[src/pwmos_consts.vh]
// Register indices, field positions and codes of the modulator output stage
`ifndef PWMOS_CONSTS_VH
`define PWMOS_CONSTS_VH

// ----------------------------------------------------------------------------
// Register indices (byte address is four times the index)
// ----------------------------------------------------------------------------
`define PWMOS_IDX_RUNCLK    8'hA1
`define PWMOS_IDX_ROUTE     8'hA6
`define PWMOS_IDX_MODE      8'hA7
`define PWMOS_IDX_GATE      8'hA8
`define PWMOS_IDX_MODIE     8'hA9
`define PWMOS_IDX_STS       8'hB0
`define PWMOS_IDX_CLR       8'hB1
`define PWMOS_IDX_IEN       8'hB2
`define PWMOS_RST_BYTE      8'h00
`define PWMOS_RST_WAIT      1'h1

// ----------------------------------------------------------------------------
// Mode and dead-zone register fields
// ----------------------------------------------------------------------------
`define PWMOS_MD_BRIDGE     7
`define PWMOS_MD_MSKE       6
`define PWMOS_MD_OM_HI      5
`define PWMOS_MD_OM_LO      4
`define PWMOS_MD_DZ_HI      3
`define PWMOS_MD_DZ_LO      0
`define PWMOS_DZ_NONE       4'h0

// ----------------------------------------------------------------------------
// Run, clock select and mask level register fields
// ----------------------------------------------------------------------------
`define PWMOS_RC_GCKS_HI    7
`define PWMOS_RC_GCKS_LO    6
`define PWMOS_RC_GRUN       5
`define PWMOS_RC_FRUN       4
`define PWMOS_RC_FCKS_HI    3
`define PWMOS_RC_FCKS_LO    2
`define PWMOS_RC_LO_MSK     1
`define PWMOS_RC_HI_MSK     0
`define PWMOS_CKS_RC        2'h2
`define PWMOS_CKS_RC_X2     2'h3
`define PWMOS_CKS_RC_BIT    1

// ----------------------------------------------------------------------------
// Interrupt bits
// ----------------------------------------------------------------------------
`define PWMOS_IRQ_EN_BIT    7
`define PWMOS_EV_W          2
`define PWMOS_BE_LOW        0

`endif

[src/pwmos_top.v]
// Output steering, mode, mask, dead zone and interrupt gating of the modulators
//
// Contract
// - Route bits 7..4 put second channel on P1.2, P0.6, P0.4, P0.2.
// - Low-side alternate route bit drives low-side output onto P3.6.
// - High-side routes: bit 2 onto P3.5, bit 0 onto P0.3, independent.
// - Bit 7 selects normal or half-bridge style of first modulator.
// - Mask enable with clear control high replaces both outputs by mask data.
// - Bits 5..4 choose one of four output modes, mode 0 after reset.
// - Bits 3..0 give dead zone of 0 to 15 modulator clock periods.
// - Modulator interrupt enable bit 7 passes modulator requests, reset 0.
// - Global gate bit 7 blocks all interrupts when 0.
// - Mask data bit 1 for low side, bit 0 for high side.
// - Run bit 4 starts first modulator, bit 5 starts channels 1 to 6.
// - Two-bit clock selects: 00/01 system, 10 RC, 11 double RC.
//
// Implementation choice: the Avalon-MM register port.
`timescale 1ns/100ps
`include "pwmos_consts.vh"

module pwmos_top #(
    parameter DZ_W = 4,
    parameter AW   = 10
) (
    // Clock, reset and modulator clock tick
    input  wire          clk_sys,
    input  wire          reset,
    input  wire          clk_en,
    // Avalon-MM slave
    input  wire [AW-1:0] avs_address,
    input  wire          avs_read,
    input  wire          avs_write,
    input  wire [31:0]   avs_writedata,
    input  wire [3:0]    avs_byteenable,
    output reg  [31:0]   avs_readdata_q,
    output reg           avs_waitrequest_q,
    // Raw waveforms and events from the modulator counters
    input  wire          first_duty,
    input  wire          first_low_duty,
    input  wire          group_duty,
    input  wire          first_modulator_clear,
    input  wire          ev_first_period,
    input  wire          ev_group_period,
    // Pins: drive high means the modulator owns the pin
    output reg  [7:0]    pin_drive_q,
    output reg  [7:0]    pin_level_q,
    // Modulator run and clock source controls
    output reg           first_modulator_run_q,
    output reg           group_modulator_run_q,
    output reg           first_clk_use_rc_q,
    output reg           first_clk_double_q,
    output reg           group_clk_use_rc_q,
    output reg           group_clk_double_q,
    // Interrupt request
    output reg           irq_q
);

    // ------------------------------------------------------------------------
    // Register state
    // ------------------------------------------------------------------------
    reg  [7:0]           route_q;
    reg  [7:0]           mode_q;
    reg  [7:0]           runclk_q;
    reg                  global_irq_gate_q;
    reg                  modulator_irq_enable_q;
    reg  [`PWMOS_EV_W-1:0] sts_q;
    reg  [`PWMOS_EV_W-1:0] sts_d;
    reg  [`PWMOS_EV_W-1:0] ien_q;
    reg  [31:0]          rdata_d;

    wire [7:0]           idx;
    wire                 req;
    wire                 wr_go;
    wire [`PWMOS_EV_W-1:0] events;
    wire [`PWMOS_EV_W-1:0] clr_mask;

    assign idx   = avs_address[AW-1:2];
    assign req   = avs_read | avs_write;
    assign wr_go = avs_write & ~avs_waitrequest_q & avs_byteenable[`PWMOS_BE_LOW];

    // ------------------------------------------------------------------------
    // Field views
    // ------------------------------------------------------------------------
    wire                 bridge_style_select;
    wire                 force_mask_enable;
    wire [1:0]           pair_output_mode;
    wire [DZ_W-1:0]      dead_time_count;
    wire                 first_modulator_run;
    wire                 group_modulator_run;
    wire                 high_side_mask_level;
    wire                 low_side_mask_level;
    wire [1:0]           first_clk_sel;
    wire [1:0]           group_clk_sel;

    assign bridge_style_select  = mode_q[`PWMOS_MD_BRIDGE];
    assign force_mask_enable    = mode_q[`PWMOS_MD_MSKE];
    assign pair_output_mode     = mode_q[`PWMOS_MD_OM_HI:`PWMOS_MD_OM_LO];
    assign dead_time_count      = mode_q[`PWMOS_MD_DZ_HI:`PWMOS_MD_DZ_LO];
    assign first_modulator_run  = runclk_q[`PWMOS_RC_FRUN];
    assign group_modulator_run  = runclk_q[`PWMOS_RC_GRUN];
    assign high_side_mask_level = runclk_q[`PWMOS_RC_HI_MSK];
    assign low_side_mask_level  = runclk_q[`PWMOS_RC_LO_MSK];
    assign first_clk_sel        = runclk_q[`PWMOS_RC_FCKS_HI:`PWMOS_RC_FCKS_LO];
    assign group_clk_sel        = runclk_q[`PWMOS_RC_GCKS_HI:`PWMOS_RC_GCKS_LO];

    // ------------------------------------------------------------------------
    // Read data
    // ------------------------------------------------------------------------
    always @* begin
        rdata_d = 32'h0000_0000;
        case (idx)
            `PWMOS_IDX_RUNCLK: begin
                rdata_d[7:0] = runclk_q;
            end
            `PWMOS_IDX_ROUTE: begin
                rdata_d[7:0] = route_q;
            end
            `PWMOS_IDX_MODE: begin
                rdata_d[7:0] = mode_q;
            end
            `PWMOS_IDX_GATE: begin
                rdata_d[`PWMOS_IRQ_EN_BIT] = global_irq_gate_q;
            end
            `PWMOS_IDX_MODIE: begin
                rdata_d[`PWMOS_IRQ_EN_BIT] = modulator_irq_enable_q;
            end
            `PWMOS_IDX_STS: begin
                rdata_d[`PWMOS_EV_W-1:0] = sts_q;
            end
            `PWMOS_IDX_IEN: begin
                rdata_d[`PWMOS_EV_W-1:0] = ien_q;
            end
            default: begin
                rdata_d = 32'h0000_0000;
            end
        endcase
    end

    // ------------------------------------------------------------------------
    // Bus handshake
    // ------------------------------------------------------------------------
    // One wait cycle per access; read data is
    // latched as waitrequest drops.
    always @(posedge clk_sys) begin
        if (reset) begin
            avs_waitrequest_q <= `PWMOS_RST_WAIT;
            avs_readdata_q    <= 32'h0000_0000;
        end else if (clk_en) begin
            if (avs_waitrequest_q && req) begin
                avs_waitrequest_q <= 1'b0;
                avs_readdata_q    <= rdata_d;
            end else begin
                avs_waitrequest_q <= 1'b1;
            end
        end
    end

    // ------------------------------------------------------------------------
    // Register writes
    // ------------------------------------------------------------------------
    always @(posedge clk_sys) begin
        if (reset) begin
            route_q                <= `PWMOS_RST_BYTE;
            mode_q                 <= `PWMOS_RST_BYTE;
            runclk_q               <= `PWMOS_RST_BYTE;
            global_irq_gate_q      <= 1'b0;
            modulator_irq_enable_q <= 1'b0;
            ien_q                  <= {`PWMOS_EV_W{1'b0}};
        end else if (clk_en && wr_go) begin
            case (idx)
                `PWMOS_IDX_RUNCLK: begin
                    runclk_q <= avs_writedata[7:0];
                end
                `PWMOS_IDX_ROUTE: begin
                    route_q <= avs_writedata[7:0];
                end
                `PWMOS_IDX_MODE: begin
                    mode_q <= avs_writedata[7:0];
                end
                `PWMOS_IDX_GATE: begin
                    global_irq_gate_q <= avs_writedata[`PWMOS_IRQ_EN_BIT];
                end
                `PWMOS_IDX_MODIE: begin
                    modulator_irq_enable_q <= avs_writedata[`PWMOS_IRQ_EN_BIT];
                end
                `PWMOS_IDX_IEN: begin
                    ien_q <= avs_writedata[`PWMOS_EV_W-1:0];
                end
                default: begin
                    route_q <= route_q;
                end
            endcase
        end
    end

    // ------------------------------------------------------------------------
    // Sticky event status
    // ------------------------------------------------------------------------
    assign events   = {ev_group_period, ev_first_period};
    assign clr_mask = (wr_go && idx == `PWMOS_IDX_CLR) ?
                      avs_writedata[`PWMOS_EV_W-1:0] : {`PWMOS_EV_W{1'b0}};

    // A new event in the clearing cycle survives the clear
    always @* begin
        sts_d = (sts_q & ~clr_mask) | events;
    end

    always @(posedge clk_sys) begin
        if (reset) begin
            sts_q <= {`PWMOS_EV_W{1'b0}};
        end else if (clk_en) begin
            sts_q <= sts_d;
        end
    end

    always @(posedge clk_sys) begin
        if (reset) begin
            irq_q <= 1'b0;
        end else if (clk_en) begin
            irq_q <= global_irq_gate_q & modulator_irq_enable_q & (|(sts_q & ien_q));
        end
    end

    // ------------------------------------------------------------------------
    // First modulator pair
    // ------------------------------------------------------------------------
    wire            first_raw;
    wire            first_low_raw;
    wire [DZ_W-1:0] dz_applied;
    wire            dt_high;
    wire            dt_low;
    reg             pair_high;
    reg             pair_low;
    reg             high_side_output;
    reg             low_side_output;

    assign first_raw     = first_modulator_run & first_duty;
    assign first_low_raw = first_modulator_run & first_low_duty;
    // Bypass the dead zone in half-bridge style
    // instead of trusting software.
    assign dz_applied    = bridge_style_select ? `PWMOS_DZ_NONE : dead_time_count;

    pwmos_dead_time #(
        .CW         (DZ_W)
    ) u_dead_time (
        .clk_sys    (clk_sys),
        .reset      (reset),
        .clk_en     (clk_en),
        .raw_in     (first_raw),
        .dead_count (dz_applied),
        .high_out   (dt_high),
        .low_out    (dt_low)
    );

    always @* begin
        if (bridge_style_select) begin
            pair_high = first_raw;
            pair_low  = first_low_raw;
        end else begin
            pair_high = dt_high & first_modulator_run;
            pair_low  = dt_low & first_modulator_run;
        end
        // Mode bit 0 inverts the high side, bit 1 the low side
        high_side_output = pair_high ^ pair_output_mode[0];
        low_side_output  = pair_low ^ pair_output_mode[1];
        if (force_mask_enable && first_modulator_clear) begin
            high_side_output = high_side_mask_level;
            low_side_output  = low_side_mask_level;
        end
    end

    // ------------------------------------------------------------------------
    // Pin steering
    // ------------------------------------------------------------------------
    wire       group_wave;
    wire [7:0] wave_by_pin;

    assign group_wave  = group_modulator_run & group_duty;
    assign wave_by_pin = {{4{group_wave}}, low_side_output, high_side_output,
                          low_side_output, high_side_output};

    // Unowned pins are held low so the port
    // mux never sees a stale waveform.
    always @(posedge clk_sys) begin
        if (reset) begin
            pin_drive_q <= `PWMOS_RST_BYTE;
            pin_level_q <= `PWMOS_RST_BYTE;
        end else if (clk_en) begin
            pin_drive_q <= route_q;
            pin_level_q <= wave_by_pin & route_q;
        end
    end

    // ------------------------------------------------------------------------
    // Run and clock source outputs
    // ------------------------------------------------------------------------
    always @(posedge clk_sys) begin
        if (reset) begin
            first_modulator_run_q <= 1'b0;
            group_modulator_run_q <= 1'b0;
            first_clk_use_rc_q    <= 1'b0;
            first_clk_double_q    <= 1'b0;
            group_clk_use_rc_q    <= 1'b0;
            group_clk_double_q    <= 1'b0;
        end else if (clk_en) begin
            first_modulator_run_q <= first_modulator_run;
            group_modulator_run_q <= group_modulator_run;
            first_clk_use_rc_q    <= first_clk_sel[`PWMOS_CKS_RC_BIT];
            first_clk_double_q    <= (first_clk_sel == `PWMOS_CKS_RC_X2);
            group_clk_use_rc_q    <= group_clk_sel[`PWMOS_CKS_RC_BIT];
            group_clk_double_q    <= (group_clk_sel == `PWMOS_CKS_RC_X2);
        end
    end

endmodule

[src/pwmos_dead_time.v]
// Dead-zone inserter producing a complementary pair from one waveform
`timescale 1ns/100ps

module pwmos_dead_time #(
    parameter CW = 4
) (
    // Clock and reset
    input  wire          clk_sys,
    input  wire          reset,
    input  wire          clk_en,
    // Waveform and dead length in modulator clock periods
    input  wire          raw_in,
    input  wire [CW-1:0] dead_count,
    // Complementary pair
    output wire          high_out,
    output wire          low_out
);

    reg          level_q;
    reg [CW-1:0] cnt_q;
    wire         settled;

    // ------------------------------------------------------------------------
    // Both sides stay low for dead_count periods after each edge
    // ------------------------------------------------------------------------
    always @(posedge clk_sys) begin
        if (reset) begin
            level_q <= 1'b0;
            cnt_q   <= {CW{1'b0}};
        end else if (clk_en) begin
            if (raw_in != level_q) begin
                level_q <= raw_in;
                cnt_q   <= dead_count;
            end else if (cnt_q != {CW{1'b0}}) begin
                cnt_q <= cnt_q - {{(CW-1){1'b0}}, 1'b1};
            end
        end
    end

    assign settled  = (cnt_q == {CW{1'b0}});
    assign high_out = level_q & settled;
    assign low_out  = ~level_q & settled;

endmodule

[config.mk]
export PLATFORM = sky130hd
export DESIGN_NAME = pwmos_top
export DESIGN_NICKNAME = d
export VERILOG_FILES = /design/src/pwmos_top.v /design/src/pwmos_dead_time.v
export VERILOG_INCLUDE_DIRS = /design/src
export SDC_FILE = /design/constraint.sdc
export NUM_CORES = 1
export LEC_CHECK = 0
export BUFFER_PORTS_ARGS = -buffer_cell sky130_fd_sc_hd__buf_2
export CAP_MARGIN = 10
export CORE_AREA = 2 2 111 91
export DETAILED_ROUTE_END_ITERATION = 8
export DIE_AREA = 0 0 113 93
export PLACE_DENSITY = 0.61
export RECOVER_POWER = 50
export SKIP_CTS_REPAIR_TIMING = 1
export SKIP_LAST_GASP = 1
export SLEW_MARGIN = 20
export SYNTH_ARGS = -nofsm -noshare
export SYNTH_HDL_FRONTEND = slang
export SYNTH_SLANG_ARGS = --single-unit
[constraint.sdc]
create_clock -name clk_sys -period 2.4 [get_ports clk_sys]
set_input_delay 0.36 -clock clk_sys [delete_from_list [all_inputs] [get_ports clk_sys]]
set_output_delay 0.36 -clock clk_sys [all_outputs]
set_load 0.1 [all_outputs]
; ---- Word-level counts from Yosys, hierarchy flattened
; Index checks and enable logic that the tools add are counted.
[classes]
add_sub_neg = 1
n_reduce_logical = 17
n_eq_ne = 11
bitwise = 21
mux = 12
[op_table]
columns = operator, n
row1 = "== test 8 bit, second input constant", 8
row2 = AND reduction 2 bit, 9
row3 = one-hot mux 5 bit (3 select lines), 1
row4 = two-way mux 4 bit, 3
row5 = bitwise AND 1 bit, 11
row6 = one-hot mux 2 bit (5 select lines), 1
row7 = bitwise AND 8 bit, 1
row8 = two-way mux 1 bit, 5
row9 = one-hot mux 1 bit (5 select lines), 1
row10 = bitwise AND 2 bit, 2
row11 = "== test 2 bit, second input constant", 2
row12 = logical AND 1 bit, 4
row13 = logical NOT 4 bit, 1
row14 = nonzero test 4 bit, 1
row15 = "subtractor 4 x 1 -> 4 bit, second input constant", 1
row16 = two-way mux 2 bit, 1
row17 = NOT 1 bit, 2
row18 = NOT 2 bit, 1
row19 = OR 2 bit, 1
row20 = nonzero test 2 bit, 1
row21 = OR reduction 2 bit, 1
row22 = XOR 1 bit, 2
row23 = inequality test 1 bit, 1
row24 = OR 1 bit, 1
[word_totals]
word_cells = 82
output_inout_bits = 56
regBits = 67

; ---- Logic depth before layout (Yosys ltp)
; Gate-level depths: netlist of the first run.
[depth]
depth_word = 8
mapped_depth = 7
depth_no_buf = 6

; ---- Modules after synthesis
; From an unflattened synthesis of the first run, not the netlist that was laid out.
[hier_totals]
hier_cells = 349
area_unflattened_um2 = 3326.9
[modules_own_cells]
columns = mod, seq_area_each_um2, cells_each, area_per_inst_um2, n_inst
row1 = pwmos_top, 1241.2, 310, 2971.6, 1
row2 = pwmos_dead_time, 100.1, 39, 355.3, 1

; ---- Least setup slack after synthesis of the first run
; OpenSTA, ideal clock, no wires.
[synth_path]
path_type = register to register
startpoint = reg avs_waitrequest_q
endpoint = reg route_q[0]
period_less_slack_ps = 2010
t_arrival_ps = 1883
path_stages_with_launch = 7
setup_slack_ps = 390
setup_ps = 128
required_time_ps = 2272
cell_sequence = dfxtp_1 and4b_1 buf_2 and4b_1 buf_6 mux2i_1 nor2_1
[synth_via]
elab_chain_len = 5
[synth_rtl]
columns = item, line_no
row1 = start: declaration, pwmos_top.v:36  ; output reg avs_waitrequest_q,
row2 = start signal: assignment, pwmos_top.v:146  ; avs_waitrequest_q <= `PWMOS_RST_WAIT;
row3 = NOT 1 bit, pwmos_top.v:79  ; assign wr_go = avs_write & ~avs_waitrequest_q & avs_byteenable[`PWMOS_BE_LOW];
row4 = bitwise AND 1 bit (2 in series), pwmos_top.v:79
row5 = logical AND 1 bit, pwmos_top.v:169  ; end else if (clk_en && wr_go) begin
row6 = AND reduction 2 bit (no source line), --
row7 = end signal: assignment, pwmos_top.v:163  ; route_q <= `PWMOS_RST_BYTE;
row8 = end signal: assignment, pwmos_top.v:175  ; route_q <= avs_writedata[7:0];
row9 = end signal: assignment, pwmos_top.v:190  ; route_q <= route_q;
row10 = end: declaration, pwmos_top.v:61  ; reg [7:0] route_q;
; No other way between the ends.
; A chain may end at the register's enable or synchronous reset.

==> results of run 1 <==
## synth_stat cells (all sizes together), types with 2 or more instances
cell type / number / area, sq um
mux2i: 41 / 410
nand3: 13 / 65.1
o21bai: 2 / 15.0
nor3b: 2 / 20.0
o31ai: 3 / 22.5
nand4: 10 / 75.1
o21ai: 9 / 45.0
nand2: 24 / 92.6
and3: 2 / 12.5
inv: 6 / 22.5
clkbuf: 9 / 35.0
nor4b: 6 / 52.6
nor2b: 2 / 12.5
mux2: 4 / 45.0
a21oi: 14 / 70.1
a2bb2oi: 5 / 43.8
a311oi: 3 / 32.5
or4: 4 / 30.0
nor2: 49 / 186
a22oi: 10 / 80.1
and3b: 3 / 26.3
nand2b: 9 / 56.3
and4b: 6 / 60.1
dfxtp: 67 / 1340
o211a: 2 / 20.0
nor3: 3 / 26.3
buf: 37 / 254
## tightest hold or removal path, stage by stage
cell and delay, ns:
buf_2 0.10, nand2_1 0.05, a21oi_1 0.05
## cell families (layout without fill, tap and decap cells)
group / after synthesis / after routing / synth area share
buffers and inverters: 52 / 85 / 0.0939
DFF: 67 / 67 / 0.404
muxes: 45 / 45 / 0.137
other: 1 / 24 / 0.00113
and+or+nand+nor: 139 / 139 / 0.233
adders and majority gates: 1 / 1 / 0.00377
AOI/OAI and AO/OA: 58 / 58 / 0.126
## through the flow
stage / area (sq um) / utilization / hold WS [ns] / setup slack (ns) / power (mW)
6_report: 3860 / 0.409 / 0.279 / 0.375 / 2.86
3_5_place_dp: 3590 / 0.380 / 0.443 / 0.346 / 1.56
4_1_cts: 3890 / 0.412 / 0.271 / 0.377 / 2.88
5_1_grt: 3860 / 0.409 / 0.293 / 0.229 / 2.95
3_3_place_gp: 3590 / 0.380 / 0.440 / 0.356 / 1.55
2_1_floorplan: 3400 / - / 0.461 / 0.390 / 1.52
## metal layers
layer,part of all wire,up-vias,track usage
li1,-,1363,-
met1,0.50,1321,0.223
met3,0.053,7,0.0415
met5,0,-,0
met2,0.44,74,0.241
met4,0.0088,0,0.0447
## cell type report
class	count	area, sq um	area share
inverter	6	22.5	0.00583
multi-input combinational	267	1750	0.454
clock buffer	9	225	0.0583
timing repair buffer	63	295	0.0765
clock inverter	7	76.3	0.0198
tap	119	149	0.0386
sequential	67	1340	0.347
## power breakdown
part | switching, mW | internal, mW | leakage (nW)
clock network | 0.508 | 0.809 | 0.142
logic | 0.317 | 0.0808 | 0.983
registers | 0.0123 | 1.13 | 0.541
## worst paths after layout
path	start	endpoint	slack (ns)	cells after the start
max	clk_en	pin_level_q[1]	0.38	5
min	ev_group_period	sts_q[1]	0.28	3
max reg2reg	u_dead_time.cnt_q[0]	pin_level_q[0]	0.38	6
min reg2reg	avs_readdata_q[5]	avs_readdata_q[5]	0.45	2
## sequential cells by signal (all words and copies together), names as in the netlist, 2 cells and up
signal and flops:
avs_readdata_q 8, ien_q 2, mode_q 8, pin_drive_q 8, pin_level_q 8, route_q 8, runclk_q 8, sts_q 2
u_dead_time.cnt_q 4
## layout by cell type, fill, tap and decap left out, drive strengths merged, types with 6 or more instances in the layout
master	instances
clkbuf	32
nand2	24
inv	7
dfxtp	67
nor2	49
nor4b	6
mux2i	41
a21oi	14
and4b	6
buf	40
o21ai	9
nand4	10
conb	24
nand3	13
a22oi	10
nand2b	9
==> metrics.md, run 1 <==
| Metric | Value |
|---|---|
| Synth Warn # | 0 |
| Congestion Overflow GR | 0 |
| Leak pwr | 1.67 nW |
| Root Driver | clkbuf_16 |
| Critical path startpoint category | input port |
| Fill cell count | 975 |
| Count of final hold-check violations | 0 |
| Initial core utilization | 0.351 |
| Crit path cell chain | buf_2, clkbuf_2, nand2b_1, or4_1, nand3_1 |
| Power Density | 740 nW/um^2 |
| Post-DRT Antenna Nets | 0 |
| Setup TNS | 0 ns |
| Slowest Stage Delay on Critical Path | ~0.7 ns |
| Post-layout minimum cycle time | 2.02 ns |
| Cell Rows | 32 |
| First-pass GRT wire length | roughly 13,000 um |
| RSZ-0062 raised after global routing | no |
| CTS Buf Count | 9 |
| CTS H-tree depth | 3 |
| Setup skew after layout | 0.0101 ns |
| CP delay by family, top | simple AND/OR/NAND/NOR gates |
| Post-synth EDFFs | 0 |
| Wire per inst | 15.4 um |
| Tcrit/Tclk final | 0.844 |
| Boundary Pins | about 110 |
| Max-cap viol count | 0 |
| Post-detail-place hpwl | 5990 um |
| Kind of critical path | in2reg |
| Area delta synth->final | 16.4% |
| Distinct cells, synth | 57 |
| Diodes inserted | 0 |
| Die Area | 10,500 sq um |
| Post-Syn Area | 3320 sq um |
| Wirelength, routed | 8260 um |
| Initial DRC Count | approximately 160 |
| Status | finished with violations |
| Failing checks | DRC |
| Die W | 113 um |
| Avg Cell Area, Syn | roughly 9.1 sq um |
| Finish-stage setup viols | 0 |
| Async S/R FF share, synth | 0 |
| Vias in the first global route | ~2,500 |
| Final layout net count | 472 |
| Final cell count without fillers | 538 |
| Sequential-to-total area share from yosys stat | 0.404 |
| CP max FO | 39 |
| Routed via count | 2,765 |
| Bufs on Longest Clock Path | 2 |
| Core footprint | 9450 sq um |
| PortBufs | 59 |
| Slowest CP cell | clkbuf_2 |
| Worst skew pair latency | 0.33 ns |
| Max-slew headroom | 0.212 |
| Worst Path Arrival | 2.29 ns |
| Clock transition at path regs | 0.06 ns |
| Synthesized flop and latch total | 67 |
| Buffers & Inverters on Critical Path | 2 |
| DR vias/cell | around 5.1 |
| Initial antenna violation count | 0 |
| Crit path required time | approximately 2.7 ns |
| CP Capture Type | register |
| Share of layout cells above drive strength 1 | 0.172 |
| Slew Viols, Final | 0 |
| Syn Inst Count | 363 |
| CTS tree | yes |
| DRC viols | 8 |
| Ys flop type | dfxtp_1 |
| Fmax | 0.494 GHz |
| All-Layer GR Usage | 0.158 |
| Hold Crit Class | in2reg |
| Placed insts | 522 |
| Worst vdd ir | 361 uV |
| Routability cong. | 0.769 |
| Die Y | 93 um |
| Pin count of the biggest net entering global routing | 40 |
| DRT Pass-1 Iters | 6 |
| Slew @ Worst Pin | between 1 and 1.5 ns |
| # clock sinks | 67 |
Power figures use the tool's default switching activity.
==> run 2, diff against run 1 <==
ABC_AREA = 1   (was unset)
CORE_AREA = 2 2 108 89   (was 2 2 111 91)
DIE_AREA = 0 0 110 91   (was 0 0 113 93)
PLACE_DENSITY = 0.64   (was 0.61)
clock period = 1.7 ns   (was 2.4 ns; I/O delays follow)
==> run 2 against run 1 <==
Critical path depth down 4. Largest power group is now registers. Final area is 4.5% lower. Sequential cell count is the same. The flow now finishes without violations. Highest routed layer unchanged. Synthesized cell count is 18% higher.
==> metrics.md, run 2 <==
| Metric | Value |
|---|---|
| Die Y | between 90 and 100 um |
| Yosys top cell area share | 0.425 |
| Share of layout cells above drive strength 1 | 0.198 |
| Most common cell in the netlist | nand2_1 |
| Worst skew pair latency | 0.34 ns |
| Place WS | 0.132 ns |
| Initial DRC Count | roughly 160 |
| Initial antenna violation count | 0 |
| Post-layout minimum cycle time | ~1.5 ns |
| Slew @ Worst Pin | 1.05 ns |
| Vias in the first global route | roughly 2,700 |
| Slowest Stage Delay on Critical Path | 0.47 ns |
| Hold Crit Class | in2reg |
| Final instance area | 3690 sq um |
| # clock sinks | 67 |
| RR Endpoint | route_q[2] |
| Congestion Overflow GR | 0 |
| Slew Viols, Final | 0 |
| Top cells by count, synth | nand2_1 (79), dfxtp_1 (67), a21oi_1 (59) |
| RSZ-0062 raised after global routing | no |
| Footprint of the multi-input gates | 1470 sq um |
| CP max FO | 5 |
| Clock transition at path regs | 0.07 ns |
| Boundary Pins | around 110 |
| Die Area | 10,000 sq um |
| Root Driver | clkbuf_8 |
| Post-detail-place hpwl | 5810 um |
| R2R Setup Slk | 0.23 ns |
| Core footprint | 8880 sq um |
| Crit path cell chain | buf_2 |
| Placed inst area | between 3000 and 4000 sq um |
| First-pass GRT wire length | 12,600 um |
| Bufs on Longest Clock Path | 2 |
| Routability cong. | 0.833 |
| Count of final hold-check violations | 0 |
| Die W | ~110 um |
| Fill cell count | 926 |
| Pin count of the biggest net entering global routing | 32 |
| Area delta synth->final | 16.9% |
| Initial core utilization | 0.355 |
| Critical path startpoint category | register |
| Worst setup path end | avs_waitrequest_q |
| Cell Rows | 31 |
| Pwr Total | 3.61 mW |
| Critical path depth | 1 |
| Async S/R FF share, synth | 0 |
| Wirelength, routed | 7660 um |
| Area leader, netlist | dfxtp_1 |
| Commonest non-fill, non-tap cell in the layout | nand2_1 |
| R2R Path Start | avs_waitrequest_q |
| Setup TNS | 0 ns |
| Leak pwr | between 1.5 and 2 nW |
| Post-Syn Area | 3150 sq um |
| Final layout net count | 554 |
| CTS tree | yes |
| CP delay by family, top | buffers and inverters |
| Fmax | 0.664 GHz |
| Routed via count | 2,900 |
| Setup skew after layout | 0.00649 ns |
| Synthesized flop and latch total | 67 |
| PnR worst setup slack | a little under 0.2 ns |
| Tcrit/Tclk final | 0.886 |
| Crit path required time | approximately 1.4 ns |
| Top post-synthesis cells by area | dfxtp_1 (43%), nand2_1 (9.4%), a21oi_1 (9.4%) |
| PortBufs | about 60 |
| Post-DRT Antenna Nets | 0 |
| Ys flop type | dfxtp_1 |
| Sequential-to-total area share from yosys stat | 0.425 |
| Distinct cells, synth | 29 |
| Area occupied by registers | about 1300 sq um |
| Power Density | just under 1000 nW/um^2 |
| CTS H-tree depth | 3 |
| Post-synth EDFFs | 0 |
| Max-slew headroom | 0.302 |
| FF-to-FF path depth | 5 |
| Buffers & Inverters on Critical Path | 1 |
| Status | finished, final reports clean |
| Worst vdd ir | 420 uV |
| Max-cap viol count | 0 |
| Syn Inst Count | 430 |
| Leading cell types in the layout, fill and taps excluded | nand2_1 (79), dfxtp_1 (67), a21oi_1 (59) |
| Diodes inserted | 0 |
| CTS Buf Count | 9 |
| DR vias/cell | 4.72 |
| Synth Warn # | 0 |
| DRT Pass-1 Iters | 7 |
| CP Capture Type | output port |
| All-Layer GR Usage | 0.162 |
| Avg Cell Area, Syn | 7.34 sq um |
| Finish-stage setup viols | 0 |
| Slowest CP cell | buf_2 |
| DRC viols | 0 |
| Wire per inst | 12.5 um |
| Worst Path Arrival | 1.25 ns |
| Critical Path Source | avs_waitrequest_q |
| Kind of critical path | reg2out |
## run 2: cell count changes after synthesis, sizes merged, moves of 9 or more
| cell | previous run | this run |
|---|---|---|
| nand3 | 13 | 41 |
| inv | 6 | 38 |
| nor2 | 49 | 38 |
| a21oi | 14 | 62 |
| nand2 | 24 | 81 |
| a22oi | 10 | 0 |
| nand2b | 9 | 0 |
| o21ai | 9 | 46 |
| mux2i | 41 | 0 |
## run 2: through the flow
step | hold slack (ns) | cells | utilization
CTS | 0.157 | 615 | 0.417
floorplan | 0.333 | 453 | -
finish | 0.164 | 615 | 0.415
detailed placement | 0.453 | 600 | 0.395
global placement | 0.450 | 600 | 0.395
global route | 0.176 | 615 | 0.415
## run 2: cell type report
| type | count | share of cell area |
|---|---|---|
| repair buffers | 73 | 0.106 |
| clock inverters | 2 | 0.00950 |
| well taps | 115 | 0.0390 |
| inverters | 38 | 0.0397 |
| clock buffers | 13 | 0.0431 |
| flip-flops and latches | 67 | 0.364 |
| multi-input cells | 307 | 0.399 |
## run 2: cell families (layout without fill, tap and decap cells)
kind of cell             after synthesis  after routing  synth area share
AO/OA/AOI/OAI                        111            111             0.186
XOR/XNOR                               2              2           0.00794
adder cells (fa/ha/maj)                1              1           0.00397
buffers and inverters                 79            126             0.136
flip-flops                            67             67             0.425
other                                  1             24           0.00119
AND/OR/NAND/NOR                      169            169             0.240
## run 2: worst min path at each step
stage / to / startpoint / cells after the start
4_1_cts: sts_q[1] / ev_group_period / 3
3_5_place_dp: global_irq_gate_q / global_irq_gate_q / 2
3_3_place_gp: global_irq_gate_q / global_irq_gate_q / 2
5_1_grt: sts_q[0] / ev_first_period / 3
6_report: sts_q[1] / ev_group_period / 3
2_1_floorplan: modulator_irq_enable_q / reset / 1
## run 2: routing by layer
layer / track usage / vias to the layer above / wire length (um)
li1: - / 1501 / -
met1: 0.223 / 1296 / 3670
met2: 0.248 / 90 / 3370
met3: 0.0416 / 13 / 526
met4: 0.0485 / 0 / 104
met5: 0 / - / 0
## run 2: power by group
| part | total (mW) | switching, mW | internal [mW] | leakage [nW] |
|---|---|---|---|---|
| sequential | 1.63 | 0.0235 | 1.61 | 0.542 |
| combinational | 0.659 | 0.527 | 0.132 | 0.988 |
| clock | 1.32 | 0.570 | 0.748 | 0.0995 |
| total | 3.61 | 1.12 | 2.49 | 1.63 |
